**src/fsg_pkg.sv**
```systemverilog
// Package for the host-side flash lock and OTP security controller
package fsg_pkg;
  localparam int             ADDR_W        = 24;
  localparam int             DATA_W        = 16;
  // Command codes written on the data bus
  localparam logic [15:0]    CODE_LOCK_SETUP   = 16'h0060;
  localparam logic [15:0]    CODE_LOCK_SET     = 16'h0001;
  localparam logic [15:0]    CODE_LOCK_CLEAR   = 16'h00D0;
  localparam logic [15:0]    CODE_OTP_SETUP    = 16'h00C0;
  localparam logic [15:0]    CODE_ID_READ      = 16'h0090;
  localparam logic [15:0]    CODE_ARRAY_READ   = 16'h00FF;
  localparam logic [15:0]    CODE_CLEAR_STATUS = 16'h0050;
  localparam logic [15:0]    OTP_LOCK_VALUE    = 16'hFFFD;
  // Status bit positions
  localparam int             SM_READY_BIT       = 7;
  localparam int             ERASE_ERROR_BIT    = 5;
  localparam int             PROGRAM_ERROR_BIT  = 4;
  localparam int             DEVICE_PROTECT_BIT = 1;
  // Address layout
  localparam int             BLOCK_BITS     = 17;
  localparam logic [8:0]     LOCK_STATE_OFS = 9'h002;
  localparam logic [7:0]     OTP_WORD_FIRST = 8'h80;
  localparam logic [7:0]     OTP_WORD_LAST  = 8'h88;
  localparam logic [8:0]     OTP_BYTE_FIRST = 9'h100;
  localparam logic [8:0]     OTP_BYTE_LAST  = 9'h111;
  localparam logic [8:0]     OTP_LOCK_ADDR  = 9'h100;
  // Bus timing at 100 ns per clock
  localparam int             CLK_NS       = 100;
  localparam int             ACCESS_NS    = 100;
  localparam logic [3:0]     ACC_CYC      = 4'((ACCESS_NS + CLK_NS - 1) / CLK_NS);

  typedef enum logic [2:0] {
    OP_LOCK_BLOCK = 3'h0,
    OP_UNLOCK_ALL = 3'h1,
    OP_READ_LOCK  = 3'h2,
    OP_OTP_READ   = 3'h3,
    OP_OTP_PROG   = 3'h4,
    OP_OTP_LOCK   = 3'h5,
    OP_CLR_STATUS = 3'h6
  } fsg_op_type;

  typedef enum logic [7:0] {
    ST_IDLE  = 8'h01,
    ST_SETUP = 8'h02,
    ST_CONF  = 8'h04,
    ST_POLL  = 8'h08,
    ST_CLEAR = 8'h10,
    ST_DATA  = 8'h20,
    ST_EXIT  = 8'h40,
    ST_RESP  = 8'h80
  } fsg_state_type;

  typedef struct packed {
    logic              ceN;
    logic              weN;
    logic              oeN;
    logic              dqOe;
    logic [ADDR_W-1:0] addr;
    logic [DATA_W-1:0] dqOut;
  } fsg_pins_type;

  typedef struct packed {
    logic badAddr;
    logic programError;
    logic eraseError;
    logic deviceProtect;
  } fsg_err_type;
endpackage

```
**src/fsg_host.sv**
```systemverilog
// Host controller issuing block lock and OTP command sequences to the flash
// Overview of operation
// - Lock block: write 0060h then 0001h, both at an address in the block.
// - Unlock all: write 0060h then 00D0h at any device address.
// - Check program error after lock, erase error after unlock; clear-status on error.
// - After identifier command, block base plus 02h shows lock on bit zero.
// - OTP readable in identification mode: enter 0090h, leave 00FFh.
// - OTP program: write 00C0h, next write carries address and data.
// - Lock user OTP by programming FFFDh to lock word 80h.
// - Word mode: A0 ignored, upper lines zero, words 80h to 88h.
// - Byte mode: A0 used, bytes 100h to 111h.
`timescale 1ns/100ps
`default_nettype none
module fsg_host (
  input  wire logic                          sys_clk,      // System clock
  input  wire logic                          rst,          // Synchronous reset
  input  wire logic                          clkEn,        // Freezes all state when low
  input  wire logic                          byteMode,     // Flash in byte-wide config
  input  wire logic                          cmdValid,     // Command request
  output logic                               cmdReady,     // Command accepted
  input  wire fsg_pkg::fsg_op_type           cmdOp,        // Operation
  input  wire logic [fsg_pkg::ADDR_W-1:0]    cmdAddr,      // Target address
  input  wire logic [fsg_pkg::DATA_W-1:0]    cmdData,      // OTP program data
  output logic                               rspValid,     // Result pulse
  output logic [fsg_pkg::DATA_W-1:0]         rspData,      // Read data or final status
  output fsg_pkg::fsg_err_type               rspErr,       // Error summary
  output fsg_pkg::fsg_pins_type              flashPins,    // Flash bus outputs
  input  wire logic [fsg_pkg::DATA_W-1:0]    dqIn,         // Flash data input
  input  wire logic                          readyStatusPin, // Ready/busy pin
  output logic                               progEnable    // Raises program-enable supply
);
  fsg_pkg::fsg_state_type            state,   next_state;
  logic [3:0]                        cnt,     next_cnt;
  fsg_pkg::fsg_op_type               op,      next_op;
  logic [fsg_pkg::ADDR_W-1:0]        addr,    next_addr;
  logic [fsg_pkg::DATA_W-1:0]        data,    next_data;
  logic [fsg_pkg::DATA_W-1:0]        rdData,  next_rdData;
  fsg_pkg::fsg_err_type              err,     next_err;
  fsg_pkg::fsg_pins_type             next_pins;
  logic                              next_progEnable;
  logic                              accDone;
  logic                              sampleNow;
  logic                              isRead;
  logic                              otpBad;
  logic [fsg_pkg::ADDR_W-1:0]        lockAddr;

  assign cmdReady  = (state == fsg_pkg::ST_IDLE) && clkEn;
  assign rspValid  = (state == fsg_pkg::ST_RESP) && clkEn;
  assign rspData   = rdData;
  assign rspErr    = err;
  assign accDone   = (cnt == fsg_pkg::ACC_CYC + 4'h1);
  assign sampleNow = (cnt == fsg_pkg::ACC_CYC);
  assign isRead    = (state == fsg_pkg::ST_POLL) || (state == fsg_pkg::ST_DATA);

  // OTP address window differs by bus width; A0 is ignored in word mode
  always_comb begin
    otpBad = 1'b0;
    if (cmdOp == fsg_pkg::OP_OTP_READ || cmdOp == fsg_pkg::OP_OTP_PROG) begin
      if (cmdAddr[fsg_pkg::ADDR_W-1:9] != '0) begin
        otpBad = 1'b1;
      end else if (byteMode) begin
        otpBad = (cmdAddr[8:0] < fsg_pkg::OTP_BYTE_FIRST) ||
                 (cmdAddr[8:0] > fsg_pkg::OTP_BYTE_LAST);
      end else begin
        otpBad = (cmdAddr[8:1] < fsg_pkg::OTP_WORD_FIRST) ||
                 (cmdAddr[8:1] > fsg_pkg::OTP_WORD_LAST);
      end
    end
  end

  // Lock state sits at offset 02h of the block base: word offset in word mode, byte offset in byte mode
  always_comb begin
    lockAddr = {cmdAddr[fsg_pkg::ADDR_W-1:fsg_pkg::BLOCK_BITS],
                {fsg_pkg::BLOCK_BITS{1'b0}}};
    if (byteMode) begin
      lockAddr[8:0] = fsg_pkg::LOCK_STATE_OFS;
    end else begin
      lockAddr[9:1] = fsg_pkg::LOCK_STATE_OFS;
    end
  end

  always_comb begin
    next_state      = state;
    next_cnt        = cnt;
    next_op         = op;
    next_addr       = addr;
    next_data       = data;
    next_rdData     = rdData;
    next_err        = err;
    next_progEnable = progEnable;
    next_pins       = '{ceN: 1'b1, weN: 1'b1, oeN: 1'b1, dqOe: 1'b1,
                        addr: addr, dqOut: data};
    case (state)
      fsg_pkg::ST_IDLE: begin
        next_cnt = 4'h0;
        if (cmdValid) begin
          next_op     = cmdOp;
          next_addr   = (cmdOp == fsg_pkg::OP_READ_LOCK) ? lockAddr : cmdAddr;
          next_data   = cmdData;
          next_err    = '0;
          next_rdData = '0;
          if (cmdOp == fsg_pkg::OP_OTP_LOCK) begin
            next_addr      = '0;
            next_addr[8:0] = fsg_pkg::OTP_LOCK_ADDR;
            next_data      = fsg_pkg::OTP_LOCK_VALUE;
          end
          if (otpBad) begin
            next_err.badAddr = 1'b1;
            next_state       = fsg_pkg::ST_RESP;
          end else begin
            // Supply stays raised for the whole sequence so lock bits can move
            next_progEnable = 1'b1;
            next_state      = fsg_pkg::ST_SETUP;
          end
        end
      end
      fsg_pkg::ST_RESP: begin
        next_progEnable = 1'b0;
        next_state      = fsg_pkg::ST_IDLE;
      end
      default: begin
        next_cnt       = cnt + 4'h1;
        next_pins.ceN  = !(cnt < fsg_pkg::ACC_CYC);
        next_pins.weN  = isRead || !(cnt < fsg_pkg::ACC_CYC);
        next_pins.oeN  = !isRead || !(cnt < fsg_pkg::ACC_CYC);
        next_pins.dqOe = isRead;
        case (state)
          fsg_pkg::ST_SETUP: begin
            case (op)
              fsg_pkg::OP_LOCK_BLOCK, fsg_pkg::OP_UNLOCK_ALL:
                next_pins.dqOut = fsg_pkg::CODE_LOCK_SETUP;
              fsg_pkg::OP_OTP_PROG, fsg_pkg::OP_OTP_LOCK:
                next_pins.dqOut = fsg_pkg::CODE_OTP_SETUP;
              fsg_pkg::OP_CLR_STATUS:
                next_pins.dqOut = fsg_pkg::CODE_CLEAR_STATUS;
              default:
                next_pins.dqOut = fsg_pkg::CODE_ID_READ;
            endcase
          end
          fsg_pkg::ST_CONF: begin
            case (op)
              fsg_pkg::OP_LOCK_BLOCK: next_pins.dqOut = fsg_pkg::CODE_LOCK_SET;
              fsg_pkg::OP_UNLOCK_ALL: next_pins.dqOut = fsg_pkg::CODE_LOCK_CLEAR;
              default:                next_pins.dqOut = data;
            endcase
          end
          fsg_pkg::ST_CLEAR: next_pins.dqOut = fsg_pkg::CODE_CLEAR_STATUS;
          fsg_pkg::ST_EXIT:  next_pins.dqOut = fsg_pkg::CODE_ARRAY_READ;
          default:           next_pins.dqOut = data;
        endcase
        if (sampleNow && isRead) begin
          next_rdData = dqIn;
        end
        if (accDone) begin
          next_cnt = 4'h0;
          case (state)
            fsg_pkg::ST_SETUP: begin
              if (op == fsg_pkg::OP_CLR_STATUS) begin
                next_state = fsg_pkg::ST_RESP;
              end else if (op == fsg_pkg::OP_READ_LOCK || op == fsg_pkg::OP_OTP_READ) begin
                next_state = fsg_pkg::ST_DATA;
              end else begin
                next_state = fsg_pkg::ST_CONF;
              end
            end
            fsg_pkg::ST_CONF: next_state = fsg_pkg::ST_POLL;
            fsg_pkg::ST_POLL: begin
              // Reads already return status after setup, so no 0070h is needed
              if (rdData[fsg_pkg::SM_READY_BIT] && readyStatusPin) begin
                next_err.programError  = (op != fsg_pkg::OP_UNLOCK_ALL) &&
                                         rdData[fsg_pkg::PROGRAM_ERROR_BIT];
                next_err.eraseError    = (op == fsg_pkg::OP_UNLOCK_ALL) &&
                                         rdData[fsg_pkg::ERASE_ERROR_BIT];
                next_err.deviceProtect = rdData[fsg_pkg::DEVICE_PROTECT_BIT];
                if (rdData[fsg_pkg::PROGRAM_ERROR_BIT] || rdData[fsg_pkg::ERASE_ERROR_BIT] ||
                    rdData[fsg_pkg::DEVICE_PROTECT_BIT]) begin
                  next_state = fsg_pkg::ST_CLEAR;
                end else begin
                  next_state = fsg_pkg::ST_EXIT;
                end
              end
            end
            fsg_pkg::ST_CLEAR: next_state = fsg_pkg::ST_EXIT;
            fsg_pkg::ST_DATA: begin
              if (op == fsg_pkg::OP_READ_LOCK) begin
                next_rdData = {15'h0000, rdData[0]};
              end
              next_state = fsg_pkg::ST_EXIT;
            end
            default: next_state = fsg_pkg::ST_RESP;
          endcase
        end
      end
    endcase
  end

  always_ff @(posedge sys_clk) begin
    if (rst) begin
      state      <= fsg_pkg::ST_IDLE;
      cnt        <= 4'h0;
      op         <= fsg_pkg::OP_LOCK_BLOCK;
      addr       <= '0;
      data       <= '0;
      rdData     <= '0;
      err        <= '0;
      progEnable <= 1'b0;
      flashPins  <= '{ceN: 1'b1, weN: 1'b1, oeN: 1'b1, dqOe: 1'b1, addr: '0, dqOut: '0};
    end else if (clkEn) begin
      state      <= next_state;
      cnt        <= next_cnt;
      op         <= next_op;
      addr       <= next_addr;
      data       <= next_data;
      rdData     <= next_rdData;
      err        <= next_err;
      progEnable <= next_progEnable;
      flashPins  <= next_pins;
    end
  end
endmodule // fsg_host
`default_nettype wire

```
**config.mk**
```make
export PLATFORM = sky130hd
export DESIGN_NAME = fsg_host
export DESIGN_NICKNAME = d
export VERILOG_FILES = /design/src/fsg_pkg.sv /design/src/fsg_host.sv
export SDC_FILE = /design/constraint.sdc
export NUM_CORES = 1
export LEC_CHECK = 0
export BUFFER_PORTS_ARGS = -buffer_cell sky130_fd_sc_hd__buf_2
export CELL_PAD_IN_SITES_DETAIL_PLACEMENT = 1
export CELL_PAD_IN_SITES_GLOBAL_PLACEMENT = 1
export CORE_MARGIN = 5
export CORE_UTILIZATION = 43
export CTS_BUF_LIST = sky130_fd_sc_hd__clkbuf_2 sky130_fd_sc_hd__clkbuf_4 sky130_fd_sc_hd__clkbuf_8
export CTS_CLUSTER_SIZE = 25
export DETAILED_ROUTE_END_ITERATION = 16
export GPL_ROUTABILITY_DRIVEN = 0
export PLACE_DENSITY = 0.88
export SETUP_SLACK_MARGIN = 0.4
export SLEW_MARGIN = 40
export SYNTH_ARGS = -nofsm -noshare
export SYNTH_HDL_FRONTEND = slang
export SYNTH_SLANG_ARGS = --single-unit
```
**constraint.sdc**
```tcl
create_clock -name sys_clk -period 5.6 [get_ports sys_clk]
set_input_delay 0.28 -clock sys_clk [delete_from_list [all_inputs] [get_ports sys_clk]]
set_output_delay 0.28 -clock sys_clk [all_outputs]
set_load 0.02 [all_outputs]
```
==> parameters.txt <==
Parameter                              Value

Setup path
  Required time of the critical path    around 5.3 ns
  Data arrival time of the critical path    approximately 2.4 ns
  Number of cells on the worst reg-to-reg path    6
  Critical path capture point type    output pin
  Category of the worst setup path launch point    flop
  Capturing point of the worst reg2reg path    addr[1]
  Setup CP Type    reg2out
  FF-to-FF setup slack    3.06 ns
  Max FO, Critical Path    11
  Crit Reg-Reg Startpoint    state[2]

Routing
  Iteration-0 DRC count of the detailed router    315
  Avg Vias per Cell    5.69
  Number of remaining DRC errors    0
  Antenna viol nets, final    0
  Vias post-DR    4919
  Drt first pass iters    4
  Wire per inst    around 18 um
  Wire length after detailed routing    15900 um

Worst hold path
  Worst hold path endpoint    rspData[3]
  Min-delay worst type    in2reg
  Hold Path Origin    dqIn[3]
  Hold Path Depth    3

Finish
  Share of layout cells above drive strength 1    25.0%
  Most common cell after layout, fill and taps aside    sky130_fd_sc_hd__buf_2
  Number of nets in the final layout    773
  Area growth from synthesis to layout    20.7%
  Most frequent cells in the layout    sky130_fd_sc_hd__buf_2, sky130_fd_sc_hd__dfxtp_1, sky130_fd_sc_hd__nor2_1, sky130_fd_sc_hd__nand2_1, sky130_fd_sc_hd__a21oi_1
  Final Util    53.4%

Clocking
  TritonCTS buffer count    17
  Clock edge transition at the registers on the reported setup and hold paths    roughly 0.070 ns
  Hold_buf cts    0
  Clock tree sinks    120
  Clock tree from TritonCTS    done
  Post-CTS sizing    0
  Clock buffer depth    2
  Cell chosen for the clock root    sky130_fd_sc_hd__clkbuf_8
  Number of H-tree levels    4
  Clock network latency to the later pin of the worst-skew pair    0.45 ns
  Post-CTS setup repair buffer count    0

Pwr
  Int Pwr    1.42 mW
  LEAKAGE    2.51 nW
  Sequential power share    47.2%
  Fraction of power consumed by the clock network    37.3%
  Power dissipated by switching net loads    586 uW
  Maximum ir drop on the vdd rail    0.186 mV
  Power per Cell Area    327 nW/um^2
  Switching portion of total power    between 20% and 30%
  Combinational Power Share    15.5%

STA
  Final critical delay including setup and external delays    2.70 ns
  Setup Viol. Count Final    0
  Slew of the pin with the lowest slew margin    ~0.8 ns
  Worst hold slack    0.0705 ns
  Setup repair after global routing missed its margin    no
  Setup Skew    0.0104 ns
  Slack of the critical path    2.90 ns
  Final Hold Vio Count    0
  Final period util    48.2%
  Maximum clock frequency    around 370 MHz
  Final max-slew violation count    0
  Headroom to the max-slew limit    about 45%
  Sum of negative setup slack    0 ns

Logic synthesis
  Share of Yosys cell area claimed by the top area cell type    between 40% and 50%
  Synthesized instance count    602
  Share of synthesized registers carrying an async set or reset    0%
  Unique cell type count in the Yosys netlist    54
  Number of enable flip-flop cells after synthesis    0
  Sequential-to-total area share from yosys stat    a little under half
  Synthesis warning total    0
  Ranking of synthesized cells by area    sky130_fd_sc_hd__dfxtp_1, sky130_fd_sc_hd__mux2i_1, sky130_fd_sc_hd__nor2_1
  Summed instance area of the synthesized netlist    5090 um^2
  Synth Register Bits    120
  Mapped Nets    667
  Synthesized area per cell    8.46 um^2
  Flip-flop cell with the highest count after synthesis    sky130_fd_sc_hd__dfxtp_1
  Cell type with the largest total area after synthesis    sky130_fd_sc_hd__dfxtp_1

Placement
  Count of input and output buffers    131
  DP HPWL    11000 um
  Worst slack at placement    2.59 ns

Global routing
  Pin count of the biggest net entering global routing    103
  All-layer global routing usage    between 20% and 30%
  Wire length of the first global-routing pass    26100 um
  Vias in the first global route    5154
  GR Util met2    38.5%
  Met3 track demand over resource    under 10%
  Routing usage on met1    27.2%
  Overall overflow remaining after global route    0
  Number of antenna violations at the first check in global routing    3
  GR peak layer    met2

Floorplanning
  Die span in y    ~120 um
  Die width    119 um
  Area of the die    approximately 14000 um^2
  Number of primary I/O pins    132
  Std-Cell Rows    39
  Core Region    11500 um^2
  Effective utilization at floorplan    ~44%

Job
  Number of violations of the max-capacitance limit    0

Outcome
  Status    completed
==> metal layers <==
layer  wire length, um  share of wire (%)
met2              7890                 49
met5                34               0.21
met4               435                2.7
met1              6510                 41
met3              1080                6.8
==> cell type report <==
class                   count  area (um^2)
clock inverters             8         70.1
fillers                  1394         5370
well taps                 143          179
multi-input cells         431         2480
repair buffers            134          684
inverters                   4         15.0
clock buffers              24          312
flip-flops and latches    120         2400
diodes                      1         2.50
==> worst max-delay path, stage by stage, from the launching register on <==
cell	delay, ns
sky130_fd_sc_hd__dfxtp_1	0.44
sky130_fd_sc_hd__nor4_2	0.62
sky130_fd_sc_hd__nand2_1	0.19
sky130_fd_sc_hd__nor3_1	0.46
sky130_fd_sc_hd__buf_2	0.26
==> logic make-up (layout without fill, tap and decap cells) <==
kind of cell    count (synthesis)  after routing  synth area share, %
mux                            41             41                 8.05
compound gates                 97             97                 12.0
other cells                     0              1                    0
xor+xnor                        8              8                 1.38
buf+inv                        51            170                 4.35
simple gates                  285            285                 27.1
flops                         120            120                 47.2
==> synthesized netlist by cell type (all sizes together) (2+ instances only) <==
cell	n
inv	4
nand2	62
nor2b	5
a211oi	4
xnor2	5
a21o	2
nor3	45
xor2	3
nand2b	7
o211ai	2
a211o	2
nor2	86
o41a	2
o21ai	13
dfxtp	120
nand3	42
or4	5
mux2i	41
or4b	3
a31oi	2
a221oi	3
or2	2
nand4	4
nor4b	5
buf	12
o22ai	2
nor4	9
a21oi	54
or3	5
clkbuf	35
==> registers in the layout (all words and copies together), names as in the netlist, 3 cells and up <==
signal     count
flashPins     44
addr          24
data          16
rspData       16
state          8
cnt            4
rspErr         4
op             3
==> per-stage QoR <==
step,std cells,power [mW],cell area (um^2)
2_1_floorplan,602,1.17,5090
3_3_place_gp,832,1.26,5750
3_5_place_dp,832,1.28,5770
4_1_cts,864,2.02,6150
5_1_grt,864,2.11,6150
6_report,865,2.01,6150
==> how the worst max path moves through the flow <==
stage,from,endpoint,cells after the start
2_1_floorplan,state[3],state[6],7
3_3_place_gp,clkEn,state[6],7
3_5_place_dp,clkEn,state[6],7
4_1_cts,state[2],rspValid,4
5_1_grt,state[0],cmdReady,4
6_report,state[2],rspValid,4
==> power groups by stage <==
stage	Clock (mW)	Sequential (mW)	Combinational, mW
2_1_floorplan	0	0.964	0.210
3_3_place_gp	0	0.962	0.296
3_5_place_dp	0	0.966	0.310
4_1_cts	0.762	0.948	0.313
5_1_grt	0.807	0.955	0.344
6_report	0.750	0.948	0.311
(Power assumes the default switching activity.)
